[src/hw/fci_pkg.sv]
/*
 * shared constants of the flash command interface controller: register map,
 * operation codes, flash command bytes, status bits and pin timing.
 * assumes a 40 MHz clock and an 8-bit parallel flash with a 20-bit address.
 */
package fci_pkg;

	// register byte offsets
	localparam logic [7:0] REG_CTRL   = 8'h00;
	localparam logic [7:0] REG_ADDR   = 8'h04;
	localparam logic [7:0] REG_WDATA  = 8'h08;
	localparam logic [7:0] REG_STATUS = 8'h0c;
	localparam logic [7:0] REG_CFG    = 8'h10;

	// cfg field positions and reset value
	localparam int          CFG_RP_N   = 0;
	localparam int          CFG_RP_HV  = 1;
	localparam int          CFG_VPP_EN = 2;
	localparam logic [2:0]  CFG_RESET  = 3'h5;

	// status register field positions
	localparam int STS_BUSY    = 0;
	localparam int STS_REFUSED = 1;
	localparam int STS_RDY_PIN = 2;
	localparam int STS_SUSP    = 3;
	localparam int STS_SR_LSB  = 8;
	localparam int STS_RD_LSB  = 16;

	// operations software may start through ctrl[3:0]
	localparam logic [3:0] OP_READ     = 4'h0;
	localparam logic [3:0] OP_RD_ARRAY = 4'h1;
	localparam logic [3:0] OP_RD_ID    = 4'h2;
	localparam logic [3:0] OP_RD_STAT  = 4'h3;
	localparam logic [3:0] OP_CLR_STAT = 4'h4;
	localparam logic [3:0] OP_ERASE    = 4'h5;
	localparam logic [3:0] OP_BYTE_WR  = 4'h6;
	localparam logic [3:0] OP_SUSPEND  = 4'h7;
	localparam logic [3:0] OP_RESUME   = 4'h8;
	localparam logic [3:0] OP_RAW_WR   = 4'h9;

	// flash command bytes
	localparam logic [7:0] CMD_RD_ARRAY = 8'hff;
	localparam logic [7:0] CMD_RD_ID    = 8'h90;
	localparam logic [7:0] CMD_RD_STAT  = 8'h70;
	localparam logic [7:0] CMD_CLR_STAT = 8'h50;
	localparam logic [7:0] CMD_ERASE    = 8'h20;
	localparam logic [7:0] CMD_CONFIRM  = 8'hd0;
	localparam logic [7:0] CMD_BYTE_WR  = 8'h40;
	localparam logic [7:0] CMD_SUSPEND  = 8'hb0;

	// flash status byte bits
	localparam int SR_READY = 7;
	localparam int SR_ESUSP = 6;

	// pin timing
	localparam int CLK_MHZ   = 40;
	localparam int T_ACC_NS  = 120;
	localparam int T_WP_NS   = 50;
	localparam int T_REC_NS  = 30;
	localparam int SYNC_LAT  = 2;
	localparam int ACC_CYC   = (T_ACC_NS * CLK_MHZ + 999) / 1000 + SYNC_LAT;
	localparam int WP_CYC    = (T_WP_NS * CLK_MHZ + 999) / 1000;
	localparam int REC_CYC   = (T_REC_NS * CLK_MHZ + 999) / 1000;

endpackage

[src/hw/fci_cyc_if.sv]
/*
 * request and answer of one flash bus cycle between the sequencer and the
 * pin driver. assumes both ends run on the same clock.
 */
`timescale 1ns/1ps
interface fci_cyc_if;
	logic        req;   // one-cycle pulse
	logic        wr;
	logic [19:0] addr;
	logic [7:0]  wdata;
	logic        done;  // one-cycle pulse
	logic [7:0]  rdata;

	modport master (output req, output wr, output addr, output wdata,
		input done, input rdata);
	modport slave (input req, input wr, input addr, input wdata,
		output done, output rdata);
endinterface

[src/hw/fci_pins.sv]
/*
 * drives one read or write cycle on the flash pins: select, strobe, hold
 * and recovery. assumes requests arrive only after the previous done.
 */
`timescale 1ns/1ps
module fci_pins (
	input  wire logic       clk_i,
	input  wire logic       rst_n_i,
	fci_cyc_if.slave        cyc,
	input  wire logic [7:0] dq_i,
	output logic [19:0]     addr_o,
	output logic [7:0]      dq_o,
	output logic            dq_oe_o,
	output logic            ce_n_o,
	output logic            oe_n_o,
	output logic            we_n_o
);
	typedef enum logic [3:0] {
		C_IDLE   = 4'h1,
		C_SETUP  = 4'h2,
		C_STROBE = 4'h4,
		C_REC    = 4'h8
	} fci_cstate_e;

	fci_cstate_e state;
	logic [3:0]  cnt;
	logic        wr;
	logic [7:0]  dq_meta;
	logic [7:0]  dq_sync;

	// data pins come from outside the clock domain
	always_ff @(posedge clk_i or negedge rst_n_i) begin
		if (!rst_n_i) begin
			dq_meta <= 8'h00;
			dq_sync <= 8'h00;
		end else begin
			dq_meta <= dq_i;
			dq_sync <= dq_meta;
		end
	end

	// cycle sequencer with its pin flip-flops
	always_ff @(posedge clk_i or negedge rst_n_i) begin
		if (!rst_n_i) begin
			state     <= C_IDLE;
			cnt       <= 4'h0;
			wr        <= 1'b0;
			addr_o    <= 20'h00000;
			dq_o      <= 8'h00;
			dq_oe_o   <= 1'b0;
			ce_n_o    <= 1'b1;
			oe_n_o    <= 1'b1;
			we_n_o    <= 1'b1;
			cyc.done  <= 1'b0;
			cyc.rdata <= 8'h00;
		end else begin
			cyc.done <= 1'b0;
			unique case (state)
			C_IDLE: if (cyc.req) begin
				wr      <= cyc.wr;
				addr_o  <= cyc.addr;
				dq_o    <= cyc.wdata;
				dq_oe_o <= cyc.wr;
				ce_n_o  <= 1'b0;
				state   <= C_SETUP;
			end
			C_SETUP: begin
				we_n_o <= ~wr;
				oe_n_o <= wr;
				cnt    <= wr ? 4'(fci_pkg::WP_CYC) : 4'(fci_pkg::ACC_CYC);
				state  <= C_STROBE;
			end
			C_STROBE: if (cnt == 4'h1) begin
				if (!wr)
					cyc.rdata <= dq_sync;
				// strobe rises before select so the write latches on it
				we_n_o <= 1'b1;
				oe_n_o <= 1'b1;
				cnt    <= 4'(fci_pkg::REC_CYC);
				state  <= C_REC;
			end else begin
				cnt <= cnt - 4'h1;
			end
			C_REC: begin
				ce_n_o  <= 1'b1;
				dq_oe_o <= 1'b0;
				if (cnt == 4'h1) begin
					cyc.done <= 1'b1;
					state    <= C_IDLE;
				end else begin
					cnt <= cnt - 4'h1;
				end
			end
			endcase
		end
	end
endmodule

[src/hw/fci_top.sv]
/*
 * flash command interface controller: a classic wishbone slave whose
 * registers start command sequences on an external 8-bit parallel flash
 * and report the flash status. assumes a 40 MHz clock and asynchronous
 * flash pins; data and ready pins are synchronised here.
 */
`timescale 1ns/1ps
module fci_top (
	input  wire logic        clk_i,
	input  wire logic        rst_n_i,
	input  wire logic        wb_cyc_i,
	input  wire logic        wb_stb_i,
	input  wire logic        wb_we_i,
	input  wire logic [7:0]  wb_adr_i,
	input  wire logic [31:0] wb_dat_i,
	input  wire logic [3:0]  wb_sel_i,
	output logic [31:0]      wb_dat_o,
	output logic             wb_ack_o,
	output logic [19:0]      fl_addr_o,
	input  wire logic [7:0]  fl_dq_i,
	output logic [7:0]       fl_dq_o,
	output logic             fl_dq_oe_o,
	output logic             fl_ce_n_o,
	output logic             fl_oe_n_o,
	output logic             fl_we_n_o,
	output logic             fl_rp_n_o,
	output logic             fl_rp_hv_o,
	output logic             fl_vpp_en_o,
	input  wire logic        fl_ready_busy_n_i
);
	typedef enum logic [5:0] {
		S_IDLE = 6'h01,
		S_CMD  = 6'h02,
		S_DATA = 6'h04,
		S_READ = 6'h08,
		S_POLL = 6'h10,
		S_DONE = 6'h20
	} fci_state_e;

	logic        rst_meta;
	logic        rst_n;
	logic        rdy_meta;
	logic        rdy_sync;
	fci_state_e  state;
	logic        pend;
	logic [3:0]  op;
	logic [19:0] addr;
	logic [7:0]  wdata;
	logic [7:0]  rdata;
	logic [7:0]  sr;
	logic        refused;
	logic        start;
	logic        reject;
	logic [7:0]  cmd1;
	logic        two_wr;
	logic        do_read;
	logic        do_poll;
	logic        wb_req;

	fci_cyc_if cyc ();

	// reset release through two flip-flops
	always_ff @(posedge clk_i or negedge rst_n_i) begin
		if (!rst_n_i) begin
			rst_meta <= 1'b0;
			rst_n    <= 1'b0;
		end else begin
			rst_meta <= 1'b1;
			rst_n    <= rst_meta;
		end
	end

	// ready pin synchroniser
	always_ff @(posedge clk_i or negedge rst_n) begin
		if (!rst_n) begin
			rdy_meta <= 1'b1;
			rdy_sync <= 1'b1;
		end else begin
			rdy_meta <= fl_ready_busy_n_i;
			rdy_sync <= rdy_meta;
		end
	end

	assign wb_req = wb_cyc_i & wb_stb_i & ~wb_ack_o;
	assign start  = wb_req & wb_we_i & wb_sel_i[0]
		& (wb_adr_i == fci_pkg::REG_CTRL) & (state == S_IDLE);

	// plan of the sequence for the latched operation in op
	always_comb begin
		cmd1    = fci_pkg::CMD_RD_ARRAY;
		two_wr  = 1'b0;
		do_read = 1'b0;
		do_poll = 1'b0;
		case (op)
		fci_pkg::OP_READ:     do_read = 1'b1;
		fci_pkg::OP_RD_ARRAY: do_read = 1'b1;
		fci_pkg::OP_RD_ID: begin
			cmd1    = fci_pkg::CMD_RD_ID;
			do_read = 1'b1;
		end
		fci_pkg::OP_RD_STAT: begin
			cmd1    = fci_pkg::CMD_RD_STAT;
			do_read = 1'b1;
		end
		fci_pkg::OP_CLR_STAT: cmd1 = fci_pkg::CMD_CLR_STAT;
		fci_pkg::OP_ERASE: begin
			cmd1    = fci_pkg::CMD_ERASE;
			two_wr  = 1'b1;
			do_poll = 1'b1;
		end
		fci_pkg::OP_BYTE_WR: begin
			cmd1    = fci_pkg::CMD_BYTE_WR;
			two_wr  = 1'b1;
			do_poll = 1'b1;
		end
		fci_pkg::OP_SUSPEND: begin
			cmd1    = fci_pkg::CMD_SUSPEND;
			do_poll = 1'b1;
		end
		fci_pkg::OP_RESUME:   cmd1 = fci_pkg::CMD_CONFIRM;
		default:              cmd1 = wdata;
		endcase
	end

	// operations that the device would ignore or that break its order
	always_comb begin
		reject = 1'b0;
		case (wb_dat_i[3:0])
		fci_pkg::OP_RD_ARRAY: reject = ~rdy_sync;
		fci_pkg::OP_CLR_STAT: reject = sr[fci_pkg::SR_ESUSP];
		fci_pkg::OP_ERASE:    reject = sr[fci_pkg::SR_ESUSP];
		fci_pkg::OP_RESUME:   reject = ~rdy_sync;
		fci_pkg::OP_SUSPEND:  reject = rdy_sync;
		default:              reject = 1'b0;
		endcase
	end

	// command sequencer
	always_ff @(posedge clk_i or negedge rst_n) begin
		if (!rst_n) begin
			state     <= S_IDLE;
			pend      <= 1'b0;
			op        <= fci_pkg::OP_READ;
			refused   <= 1'b0;
			rdata     <= 8'h00;
			sr        <= 8'h80;
			cyc.req   <= 1'b0;
			cyc.wr    <= 1'b0;
			cyc.addr  <= 20'h00000;
			cyc.wdata <= 8'h00;
		end else begin
			cyc.req <= 1'b0;
			unique case (state)
			S_IDLE: if (start) begin
				refused <= reject;
				op      <= wb_dat_i[3:0];
				state   <= reject ? S_IDLE : S_CMD;
			end
			S_CMD: if (!pend) begin
				pend      <= 1'b1;
				cyc.req   <= (op != fci_pkg::OP_READ);
				cyc.wr    <= 1'b1;
				cyc.addr  <= addr;
				cyc.wdata <= cmd1;
				if (op == fci_pkg::OP_READ) begin
					pend  <= 1'b0;
					state <= S_READ;
				end
			end else if (cyc.done) begin
				pend  <= 1'b0;
				state <= two_wr ? S_DATA : do_read ? S_READ
					: do_poll ? S_POLL : S_DONE;
			end
			S_DATA: if (!pend) begin
				pend      <= 1'b1;
				cyc.req   <= 1'b1;
				cyc.wr    <= 1'b1;
				cyc.addr  <= addr;
				cyc.wdata <= (op == fci_pkg::OP_ERASE)
					? fci_pkg::CMD_CONFIRM : wdata;
			end else if (cyc.done) begin
				pend  <= 1'b0;
				state <= S_POLL;
			end
			S_READ: if (!pend) begin
				pend     <= 1'b1;
				cyc.req  <= 1'b1;
				cyc.wr   <= 1'b0;
				cyc.addr <= addr;
			end else if (cyc.done) begin
				pend  <= 1'b0;
				rdata <= cyc.rdata;
				if (op == fci_pkg::OP_RD_STAT)
					sr <= cyc.rdata;
				state <= S_DONE;
			end
			// each poll is a fresh cycle so the status latch refreshes
			S_POLL: if (!pend) begin
				pend     <= 1'b1;
				cyc.req  <= 1'b1;
				cyc.wr   <= 1'b0;
				cyc.addr <= addr;
			end else if (cyc.done) begin
				pend <= 1'b0;
				sr   <= cyc.rdata;
				if (cyc.rdata[fci_pkg::SR_READY])
					state <= S_DONE;
			end
			S_DONE: state <= S_IDLE;
			endcase
		end
	end

	// software registers
	always_ff @(posedge clk_i or negedge rst_n) begin
		if (!rst_n) begin
			addr        <= 20'h00000;
			wdata       <= 8'h00;
			fl_rp_n_o   <= fci_pkg::CFG_RESET[fci_pkg::CFG_RP_N];
			fl_rp_hv_o  <= fci_pkg::CFG_RESET[fci_pkg::CFG_RP_HV];
			fl_vpp_en_o <= fci_pkg::CFG_RESET[fci_pkg::CFG_VPP_EN];
		end else if (wb_req & wb_we_i) begin
			case (wb_adr_i)
			fci_pkg::REG_ADDR: begin
				if (wb_sel_i[0])
					addr[7:0] <= wb_dat_i[7:0];
				if (wb_sel_i[1])
					addr[15:8] <= wb_dat_i[15:8];
				if (wb_sel_i[2])
					addr[19:16] <= wb_dat_i[19:16];
			end
			fci_pkg::REG_WDATA: if (wb_sel_i[0])
				wdata <= wb_dat_i[7:0];
			fci_pkg::REG_CFG: if (wb_sel_i[0]) begin
				fl_rp_n_o   <= wb_dat_i[fci_pkg::CFG_RP_N];
				fl_rp_hv_o  <= wb_dat_i[fci_pkg::CFG_RP_HV];
				fl_vpp_en_o <= wb_dat_i[fci_pkg::CFG_VPP_EN];
			end
			default: ;
			endcase
		end
	end

	// bus answer: one wait cycle, unmapped reads give zero
	always_ff @(posedge clk_i or negedge rst_n) begin
		if (!rst_n) begin
			wb_ack_o <= 1'b0;
			wb_dat_o <= 32'h00000000;
		end else begin
			wb_ack_o <= wb_req;
			wb_dat_o <= 32'h00000000;
			if (wb_req & ~wb_we_i) begin
				case (wb_adr_i)
				fci_pkg::REG_CTRL:  wb_dat_o <= {28'h0000000, op};
				fci_pkg::REG_ADDR:  wb_dat_o <= {12'h000, addr};
				fci_pkg::REG_WDATA: wb_dat_o <= {24'h000000, wdata};
				fci_pkg::REG_CFG:   wb_dat_o <= {29'h00000000,
					fl_vpp_en_o, fl_rp_hv_o, fl_rp_n_o};
				fci_pkg::REG_STATUS: begin
					wb_dat_o[fci_pkg::STS_BUSY]    <= (state != S_IDLE);
					wb_dat_o[fci_pkg::STS_REFUSED] <= refused;
					wb_dat_o[fci_pkg::STS_RDY_PIN] <= rdy_sync;
					wb_dat_o[fci_pkg::STS_SUSP]    <= sr[fci_pkg::SR_ESUSP];
					wb_dat_o[fci_pkg::STS_SR_LSB +: 8] <= sr;
					wb_dat_o[fci_pkg::STS_RD_LSB +: 8] <= rdata;
				end
				default: ;
				endcase
			end
		end
	end

	fci_pins u_pins (
		.clk_i   (clk_i),
		.rst_n_i (rst_n),
		.cyc     (cyc.slave),
		.dq_i    (fl_dq_i),
		.addr_o  (fl_addr_o),
		.dq_o    (fl_dq_o),
		.dq_oe_o (fl_dq_oe_o),
		.ce_n_o  (fl_ce_n_o),
		.oe_n_o  (fl_oe_n_o),
		.we_n_o  (fl_we_n_o)
	);
endmodule

[config.mk]
export PLATFORM = sky130hd
export DESIGN_NAME = fci_top
export DESIGN_NICKNAME = d
export VERILOG_FILES = /design/src/hw/fci_pkg.sv /design/src/hw/fci_cyc_if.sv /design/src/hw/fci_pins.sv /design/src/hw/fci_top.sv
export SDC_FILE = /design/constraint.sdc
export NUM_CORES = 1
export LEC_CHECK = 0
export ABC_AREA = 1
export BUFFER_PORTS_ARGS = -buffer_cell sky130_fd_sc_hd__buf_2
export CAP_MARGIN = 10
export CORE_MARGIN = 1
export CORE_UTILIZATION = 45
export CTS_BUF_LIST = sky130_fd_sc_hd__clkbuf_2
export CTS_CLUSTER_DIAMETER = 200
export DETAILED_ROUTE_END_ITERATION = 7
export GPL_ROUTABILITY_DRIVEN = 0
export PLACE_DENSITY = 0.63
export SLEW_MARGIN = 0
export SYNTH_ARGS = -nofsm -noshare
export SYNTH_HDL_FRONTEND = slang
export SYNTH_SLANG_ARGS = --single-unit
[constraint.sdc]
create_clock -name clk_i -period 7.5 [get_ports clk_i]
set_input_delay 0.75 -clock clk_i [delete_from_list [all_inputs] [get_ports clk_i]]
set_output_delay 0.75 -clock clk_i [all_outputs]
set_load 0.005 [all_outputs]
==> impl_table.tex, run 1 <==
\begin{tabular}{lr}
\hline
Metric & Value \\
\hline
\multicolumn{2}{l}{\textbf{Critical path}} \\
\quad Worst Setup SP & wb\_adr\_i[7] \\
\quad Chain of cells forming the critical path & buf\_2, nor2\_2, nand2\_2, nor4\_2, nand2\_1, o21ai\_0 \\
\quad Reg-to-reg slack, setup & 5320 ps \\
\quad Critical path launch point type & input port \\
\quad CP Capture Type & flop \\
\quad Worst EP required & 8150 ps \\
\quad Cell with the largest stage delay on the worst path & sky130\_fd\_sc\_hd\_\_nor4\_2 \\
\quad Launch point of the worst reg-to-reg path & u\_pins.state[0]\$\_DFFE\_PN1P\_ \\
\quad Crit-path max FO & 16 \\
\quad WP data arrival & 3070 ps \\
\quad Largest stage delay, worst path & 920 ps \\
\quad Worst Reg-to-Reg Cells & 6 \\
\quad Reg2reg end & u\_pins.wr\$\_DFFE\_PN0P\_ \\
\quad Class of the most critical setup path & input port to flop \\
\multicolumn{2}{l}{\textbf{Hold path}} \\
\quad End point of the worst hold path & u\_pins.dq\_meta[4]\$\_DFF\_PN0\_ \\
\quad Hold Path Depth & 1 \\
\quad Startpoint of the lowest-slack hold path & fl\_dq\_i[4] \\
\quad Class of the worst hold path & input port to flop \\
\multicolumn{2}{l}{\textbf{Floorplanning}} \\
\quad I/O pin cnt & 126 \\
\quad Die height & 135 um \\
\quad Floorplan Core Area & 17300 um2 \\
\quad Die extent in x & 135 um \\
\quad Starting density of the core & 0.460 \\
\quad Row Count & 48 \\
\quad DIE AREA & 18200 um2 \\
\multicolumn{2}{l}{\textbf{Route}} \\
\quad WL met2 & 7.52 mm \\
\quad Top routing layer in use & met4 \\
\quad Post-DR vias/cell & 4.86 \\
\quad Final routed wirelength across all metal layers & 16.8 mm \\
\quad Count of TritonRoute iterations in the first routing pass & 5 \\
\quad Routed met1 length & 8.26 mm \\
\quad Initial detailed-routing violation count & 396 \\
\quad Count of antenna-violating nets left after detailed routing & 0 \\
\quad Number of vias after detailed routing & 5770 \\
\quad Wire length on met3 & 637 um \\
\quad Mean routed wirelength per cell & 14.2 um \\
\quad Drc violations & 0 \\
\multicolumn{2}{l}{\textbf{Placed design}} \\
\quad Count of input and output buffers & 104 \\
\quad Half-perimeter wire length after placement & 12.2 mm \\
\quad \# placed instances & 1155 \\
\multicolumn{2}{l}{\textbf{Yosys}} \\
\quad Count of different cell masters after synthesis & 40 \\
\quad Async SR Flop Fraction & 1.00 \\
\quad Proportion of synthesized chip area in sequential cells & 0.580 \\
\quad Mean instance size in the synthesized netlist & 9.37 um2 \\
\quad Area contributors post-synth & sky130\_fd\_sc\_hd\_\_dfrtp\_1 (55\%), sky130\_fd\_sc\_hd\_\_nand2\_1 (10\%), sky130\_fd\_sc\_hd\_\_o21ai\_0 (4.8\%) \\
\quad Count of warnings emitted by yosys & 0 \\
\quad Cell with the most instances after synthesis & sky130\_fd\_sc\_hd\_\_nand2\_1 \\
\quad Number of register bits inferred by synthesis & 184 \\
\quad Post-synthesis cell count & 849 \\
\quad Cell area after technology mapping & 7960 um2 \\
\quad Synth top cells by count & sky130\_fd\_sc\_hd\_\_nand2\_1 (211), sky130\_fd\_sc\_hd\_\_dfrtp\_1 (174), sky130\_fd\_sc\_hd\_\_inv\_1 (84) \\
\quad EDFF count, synth & 0 \\
\quad Most used flip-flop cell after synthesis & sky130\_fd\_sc\_hd\_\_dfrtp\_1 \\
\quad Share of the synthesized area in the top cell type & 0.547 \\
\quad Cell type contributing the most total cell area after synthesis & sky130\_fd\_sc\_hd\_\_dfrtp\_1 \\
\multicolumn{2}{l}{\textbf{Power}} \\
\quad Total power consumption of the routed design & 0.00206 W \\
\quad Worst voltage drop across the vdd grid & 0.000124 V \\
\quad LEAKAGE & 4.44 nW \\
\quad Total power density per cell area & 234 nW/um2 \\
\multicolumn{2}{l}{\textbf{Global routing}} \\
\quad Maximum number of pins on one net before global-route repair & 68 \\
\quad Global-route wire length before repair & 27.9 mm \\
\quad Grt ovf & 0 \\
\quad Vias in the first global route & 5446 \\
\quad Number of antenna violations at the first check in global routing & 0 \\
\quad GRT Util Overall & 0.198 \\
\multicolumn{2}{l}{\textbf{Layout}} \\
\quad Fin cells & 1188 \\
\quad Fill cells & 1676 \\
\quad Share of cells above drive strength 1 & 0.245 \\
\quad Synthesis-to-layout area growth & 10.7\% \\
\quad Post-route core utilization & 0.509 \\
\quad Diodes inserted & 0 \\
\quad Nets & 1011 \\
\multicolumn{2}{l}{\textbf{CTS}} \\
\quad CTS tree & built \\
\quad Number of sinks handled by clock tree synthesis & 184 \\
\quad Clock latency at the later pin of the worst-skew pair & 750 ps \\
\quad Clock tree root buffer cell & sky130\_fd\_sc\_hd\_\_clkbuf\_2 \\
\quad Quantity of gates resized following cts & 0 \\
\quad Clock-pin slew reported for the worst setup and hold paths after clock tree synthesis & 260 ps \\
\quad Number of levels in the clock H-tree & 4 \\
\quad Clk buf depth & 2 \\
\quad CTS Buf Count & 17 \\
\multicolumn{2}{l}{\textbf{Timing}} \\
\quad Final-report setup violation count & 0 \\
\quad Min Hold Slack & 83.1 ps \\
\quad Tcrit/Tclk final & 0.323 \\
\quad Transition time of the tightest slew-check pin & 1210 ps \\
\quad F\_max & 413 MHz \\
\quad Worst-case clock skew & 27.9 ps \\
\quad Shortest period the worst path allows & 2420 ps \\
\quad Final count of pins violating max slew & 0 \\
\quad Total negative slack & 0 ps \\
\quad Slew Limit Headroom & 0.190 \\
\quad Hold Fails Final Rpt & 0 \\
\quad RSZ-0062 raised after global routing & false \\
\multicolumn{2}{l}{\textbf{Flow run}} \\
\quad Total of max-cap violations & 0 \\
\multicolumn{2}{l}{\textbf{Run status}} \\
\quad Outcome & finished, final reports clean \\
\hline
\end{tabular}
-- layer usage --
| layer | vias up | track usage |
|---|---|---|
| li1 | 2916 | - |
| met1 | 2694 | 0.285 |
| met3 | 27 | 0.0368 |
| met5 | - | 0 |
| met2 | 133 | 0.294 |
| met4 | 0 | 0.0805 |
-- cell usage in the layout, fill, tap and decap left out, drive strengths merged, types with 9 or more instances in the layout --
cell type / n
nand3: 45
dfstp: 10
clkbuf: 18
a21oi: 45
buf: 107
o21ai: 105
conb: 9
inv: 98
nand2: 239
nand4: 11
nor3: 10
dfrtp: 174
nor2: 63
-- metrics by stage --
| stage | setup slack, ps | instance area (um2) |
|---|---|---|
| after floorplan | 2010 | 7980 |
| after global placement | 4370 | 8580 |
| after detailed placement | 4300 | 8580 |
| after CTS | 5120 | 8810 |
| after global routing | 4920 | 8810 |
| final | 5080 | 8810 |
-- logic make-up (layout without fill, tap and decap cells) --
family,count (synthesis),count (layout),share of synthesized area
AOI/OAI and AO/OA,160,160,0.118
xor gates and xnor gates,1,1,0.00110
adders and majority gates,2,2,0.00314
buffers and inverters,126,233,0.0741
DFF,184,184,0.580
other,2,9,0.000944
and+or+nand+nor,374,374,0.223
-- where the power goes --
part | switching (W) | internal (W)
Combinational | 0.000283 | 0.000144
Sequential | 0.0000664 | 0.00110
Clock | 0.000345 | 0.000123
-- cell type report --
class                   count  area [um2]  area share
clock buffers              18        90.1      0.0102
clock inverters            13         120      0.0136
inverters                  93         349      0.0396
multi-input cells         546        2780       0.316
flip-flops and latches    184        4620       0.525
well taps                 225         282      0.0320
repair buffers            109         563      0.0639
-- critical path, delay by kind of cell --
family | cells | cell delay (ps)
buf+inv | 1 | 100
compound gates | 1 | 340
simple gates | 4 | 1860
-- flip-flops by register name, indices dropped and copies added, names as in the netlist, 4 cells and up --
| name | count |
|---|---|
| addr | 20 |
| cyc.addr | 20 |
| cyc.wdata | 8 |
| op | 4 |
| rdata | 8 |
| sr | 8 |
| state | 6 |
| u_pins.addr_o | 20 |
| u_pins.cnt | 4 |
| u_pins.cyc.rdata | 8 |
| u_pins.dq_meta | 8 |
| u_pins.dq_o | 8 |
| u_pins.dq_sync | 8 |
| u_pins.state | 4 |
| wb_dat_o | 24 |
| wdata | 8 |
-- timing repair --
action	4_1_cts	5_1_grt
endpoints found under the hold margin	3	0
hold buffers	2	0
buffers inserted	0	0
endpoints found under the setup margin	0	0
-- worst max-delay path by stage --
stage	endpoint	slack, ps
floorplan	addr[0]$_DFFE_PN0P_	2010
global placement	addr[7]$_DFFE_PN0P_	4370
detailed placement	addr[1]$_DFFE_PN0P_	4300
CTS	addr[1]$_DFFE_PN0P_	5120
global route	addr[6]$_DFFE_PN0P_	4920
finish	addr[1]$_DFFE_PN0P_	5080
(Power assumes the default switching activity.)
==> run 2, diff against run 1 <==
- clock period: 7.5 -> 2.4 ns (I/O delays scaled with it)
==> run 2 against run 1 <==
Sequential share of layout area decreased by 4.4 points. Largest power group unchanged. Cell count increased by 6.5%. Critical endpoint is now fl_rp_n_o$_DFFE_PN1P_. Via count increased by 5.4%. Design area increased by 9.1%. Sequential power increased to 3.1 times the previous value. Total power increased to 3.2 times the previous value. First-iteration DRC count increased by 2.3%.
==> impl_table.tex, run 2 (synthesis gave the netlist of run 1 again) <==
\begin{tabular}{lr}
\hline
Metric & Value \\
\hline
\multicolumn{2}{l}{\textbf{Run status}} \\
\quad Outcome & finished, final reports clean \\
\multicolumn{2}{l}{\textbf{Timing}} \\
\quad Transition time of the tightest slew-check pin & 765 ps \\
\quad Shortest period the worst path allows & 2270 ps \\
\quad F\_max & 440 MHz \\
\quad RSZ-0062 raised after global routing & false \\
\quad Final-report setup violation count & 0 \\
\quad Worst-case clock skew & 38.9 ps \\
\quad Tcrit/Tclk final & 0.947 \\
\quad Hold Fails Final Rpt & 0 \\
\quad Fin worst setup slack & 127 ps \\
\quad Slew Limit Headroom & 0.489 \\
\quad Final count of pins violating max slew & 0 \\
\quad Total negative slack & 0 ps \\
\multicolumn{2}{l}{\textbf{Flow run}} \\
\quad Total of max-cap violations & 0 \\
\multicolumn{2}{l}{\textbf{CTS}} \\
\quad Clock tree root buffer cell & sky130\_fd\_sc\_hd\_\_clkbuf\_2 \\
\quad Number of sinks handled by clock tree synthesis & 184 \\
\quad CTS tree & built \\
\quad Number of levels in the clock H-tree & 4 \\
\quad Clock-pin slew reported for the worst setup and hold paths after clock tree synthesis & 270 ps \\
\quad CTS Buf Count & 17 \\
\quad Clock latency at the later pin of the worst-skew pair & 740 ps \\
\quad Clk buf depth & 2 \\
\multicolumn{2}{l}{\textbf{Global routing}} \\
\quad Grt ovf & 0 \\
\quad Global-route wire length before repair & 29.5 mm \\
\quad Vias in the first global route & 5755 \\
\quad Maximum number of pins on one net before global-route repair & 61 \\
\quad Number of antenna violations at the first check in global routing & 1 \\
\quad GRT Util Overall & 0.211 \\
\multicolumn{2}{l}{\textbf{Hold path}} \\
\quad Class of the worst hold path & input port to flop \\
\multicolumn{2}{l}{\textbf{Critical path}} \\
\quad Cell class contributing the biggest share of worst-path delay & simple AND/OR/NAND/NOR gates \\
\quad Chain of cells forming the critical path & inv\_1, nand4\_1, nor2\_2, nand3\_1, o21ai\_0, dlygate4sd3\_1 \\
\quad Critical path launch point type & flop \\
\quad Bufs and invs on worst path & 2 \\
\quad Cell with the largest stage delay on the worst path & sky130\_fd\_sc\_hd\_\_dlygate4sd3\_1 \\
\quad Crit-path max FO & 6 \\
\quad WP data arrival & 2970 ps \\
\quad CP Capture Type & flop \\
\quad Largest stage delay, worst path & 570 ps \\
\quad Class of the most critical setup path & flop to flop \\
\quad Worst EP required & 3100 ps \\
\multicolumn{2}{l}{\textbf{Route}} \\
\quad Initial detailed-routing violation count & 405 \\
\quad Drc violations & 0 \\
\quad Count of antenna-violating nets left after detailed routing & 0 \\
\quad Final routed wirelength across all metal layers & 17.7 mm \\
\quad Number of vias after detailed routing & 6083 \\
\quad Count of TritonRoute iterations in the first routing pass & 5 \\
\quad Mean routed wirelength per cell & 14.0 um \\
\quad Post-DR vias/cell & 4.81 \\
\multicolumn{2}{l}{\textbf{Floorplanning}} \\
\quad DIE AREA & 18200 um2 \\
\quad Die height & 135 um \\
\quad Die extent in x & 135 um \\
\quad I/O pin cnt & 126 \\
\quad Floorplan Core Area & 17300 um2 \\
\quad Row Count & 48 \\
\quad Starting density of the core & 0.460 \\
\multicolumn{2}{l}{\textbf{Layout}} \\
\quad Max FFs per register & 24 \\
\quad Top register by number of flip-flops & wb\_dat\_o \\
\quad Most common library cell in the layout ignoring fill and taps & sky130\_fd\_sc\_hd\_\_nand2\_1 \\
\quad Share of cells above drive strength 1 & 0.236 \\
\quad Synthesis-to-layout area growth & 20.8\% \\
\quad Nets & 1086 \\
\quad Most frequent cells in the layout & sky130\_fd\_sc\_hd\_\_nand2\_1 (211), sky130\_fd\_sc\_hd\_\_dfrtp\_1 (173), sky130\_fd\_sc\_hd\_\_buf\_2 (104) \\
\multicolumn{2}{l}{\textbf{Placed design}} \\
\quad Half-perimeter wire length after placement & 12.3 mm \\
\quad Worst setup slack after placement & 562 ps \\
\quad Count of input and output buffers & 104 \\
\multicolumn{2}{l}{\textbf{Power}} \\
\quad Worst voltage drop across the vdd grid & 0.000427 V \\
\quad LEAKAGE & 4.76 nW \\
\quad Total power density per cell area & 690 nW/um2 \\
\hline
\end{tabular}
## run 2: worst reg2reg max path: stages (launching register included)
cell and delay, ps:
sky130_fd_sc_hd__dfrtp_1 470, sky130_fd_sc_hd__inv_1 70, sky130_fd_sc_hd__nand4_1 280, sky130_fd_sc_hd__nor2_2 380, sky130_fd_sc_hd__nand3_1 250, sky130_fd_sc_hd__o21ai_0 220, sky130_fd_sc_hd__dlygate4sd3_1 570
## run 2: worst paths after layout
kind	startpoint	to	slack (ps)	cells past startpoint
min reg2reg	rst_n$_DFF_PN0_	rdata[7]$_DFFE_PN0P_	310	0
max in group asynchronous	rst_n$_DFF_PN0_	addr[9]$_DFFE_PN0P_	1320	1
max	wb_ack_o$_DFF_PN0_	fl_rp_n_o$_DFFE_PN1P_	130	6
max reg2reg	wb_ack_o$_DFF_PN0_	fl_rp_n_o$_DFFE_PN1P_	130	6
min in group asynchronous	rst_n_i	rst_n$_DFF_PN0_	290	3
min	fl_dq_i[2]	u_pins.dq_meta[2]$_DFF_PN0_	140	2
## run 2: stage by stage
stage	hold WS, ps	power [W]	instances	utilization	instance area, um2
after floorplan	-55.6	0.00471	856	-	7990
after global routing	15.6	0.00707	1265	0.556	9610
after global placement	27.8	0.00503	1162	0.501	8670
after detailed placement	33.4	0.00507	1162	0.501	8670
after CTS	9.53	0.00670	1259	0.552	9560
final	139	0.00663	1265	0.556	9610
## run 2: where the power goes
group | internal, W | switching (W)
clock | 0.000496 | 0.00107
combinational | 0.000524 | 0.000908
sequential | 0.00344 | 0.000194
## run 2: what timing repair did
item	in CTS	in global routing
endpoints found under the hold margin	59	5
endpoints found under the setup margin	0	1
hold buffers	65	5
setup buffers	0	0
gates resized for setup	0	1
## run 2: layout make-up
| cell class | instances | area (um2) |
|---|---|---|
| clock inverters | 13 | 144 |
| diodes | 1 | 2.50 |
| repair buffers | 184 | 1330 |
| multi-input cells | 546 | 2780 |
| flip-flops and latches | 184 | 4620 |
| well taps | 225 | 282 |
| clock buffers | 19 | 95.1 |
| fillers | 1603 | 7690 |
| inverters | 93 | 349 |
## run 2: routing by layer
metal | vias up | global-route usage | wire length, um
li1 | 3075 | - | -
met1 | 2845 | 0.305 | 8650
met2 | 143 | 0.317 | 8100
met3 | 20 | 0.0462 | 722
met4 | 0 | 0.0649 | 272
met5 | - | 0 | 0
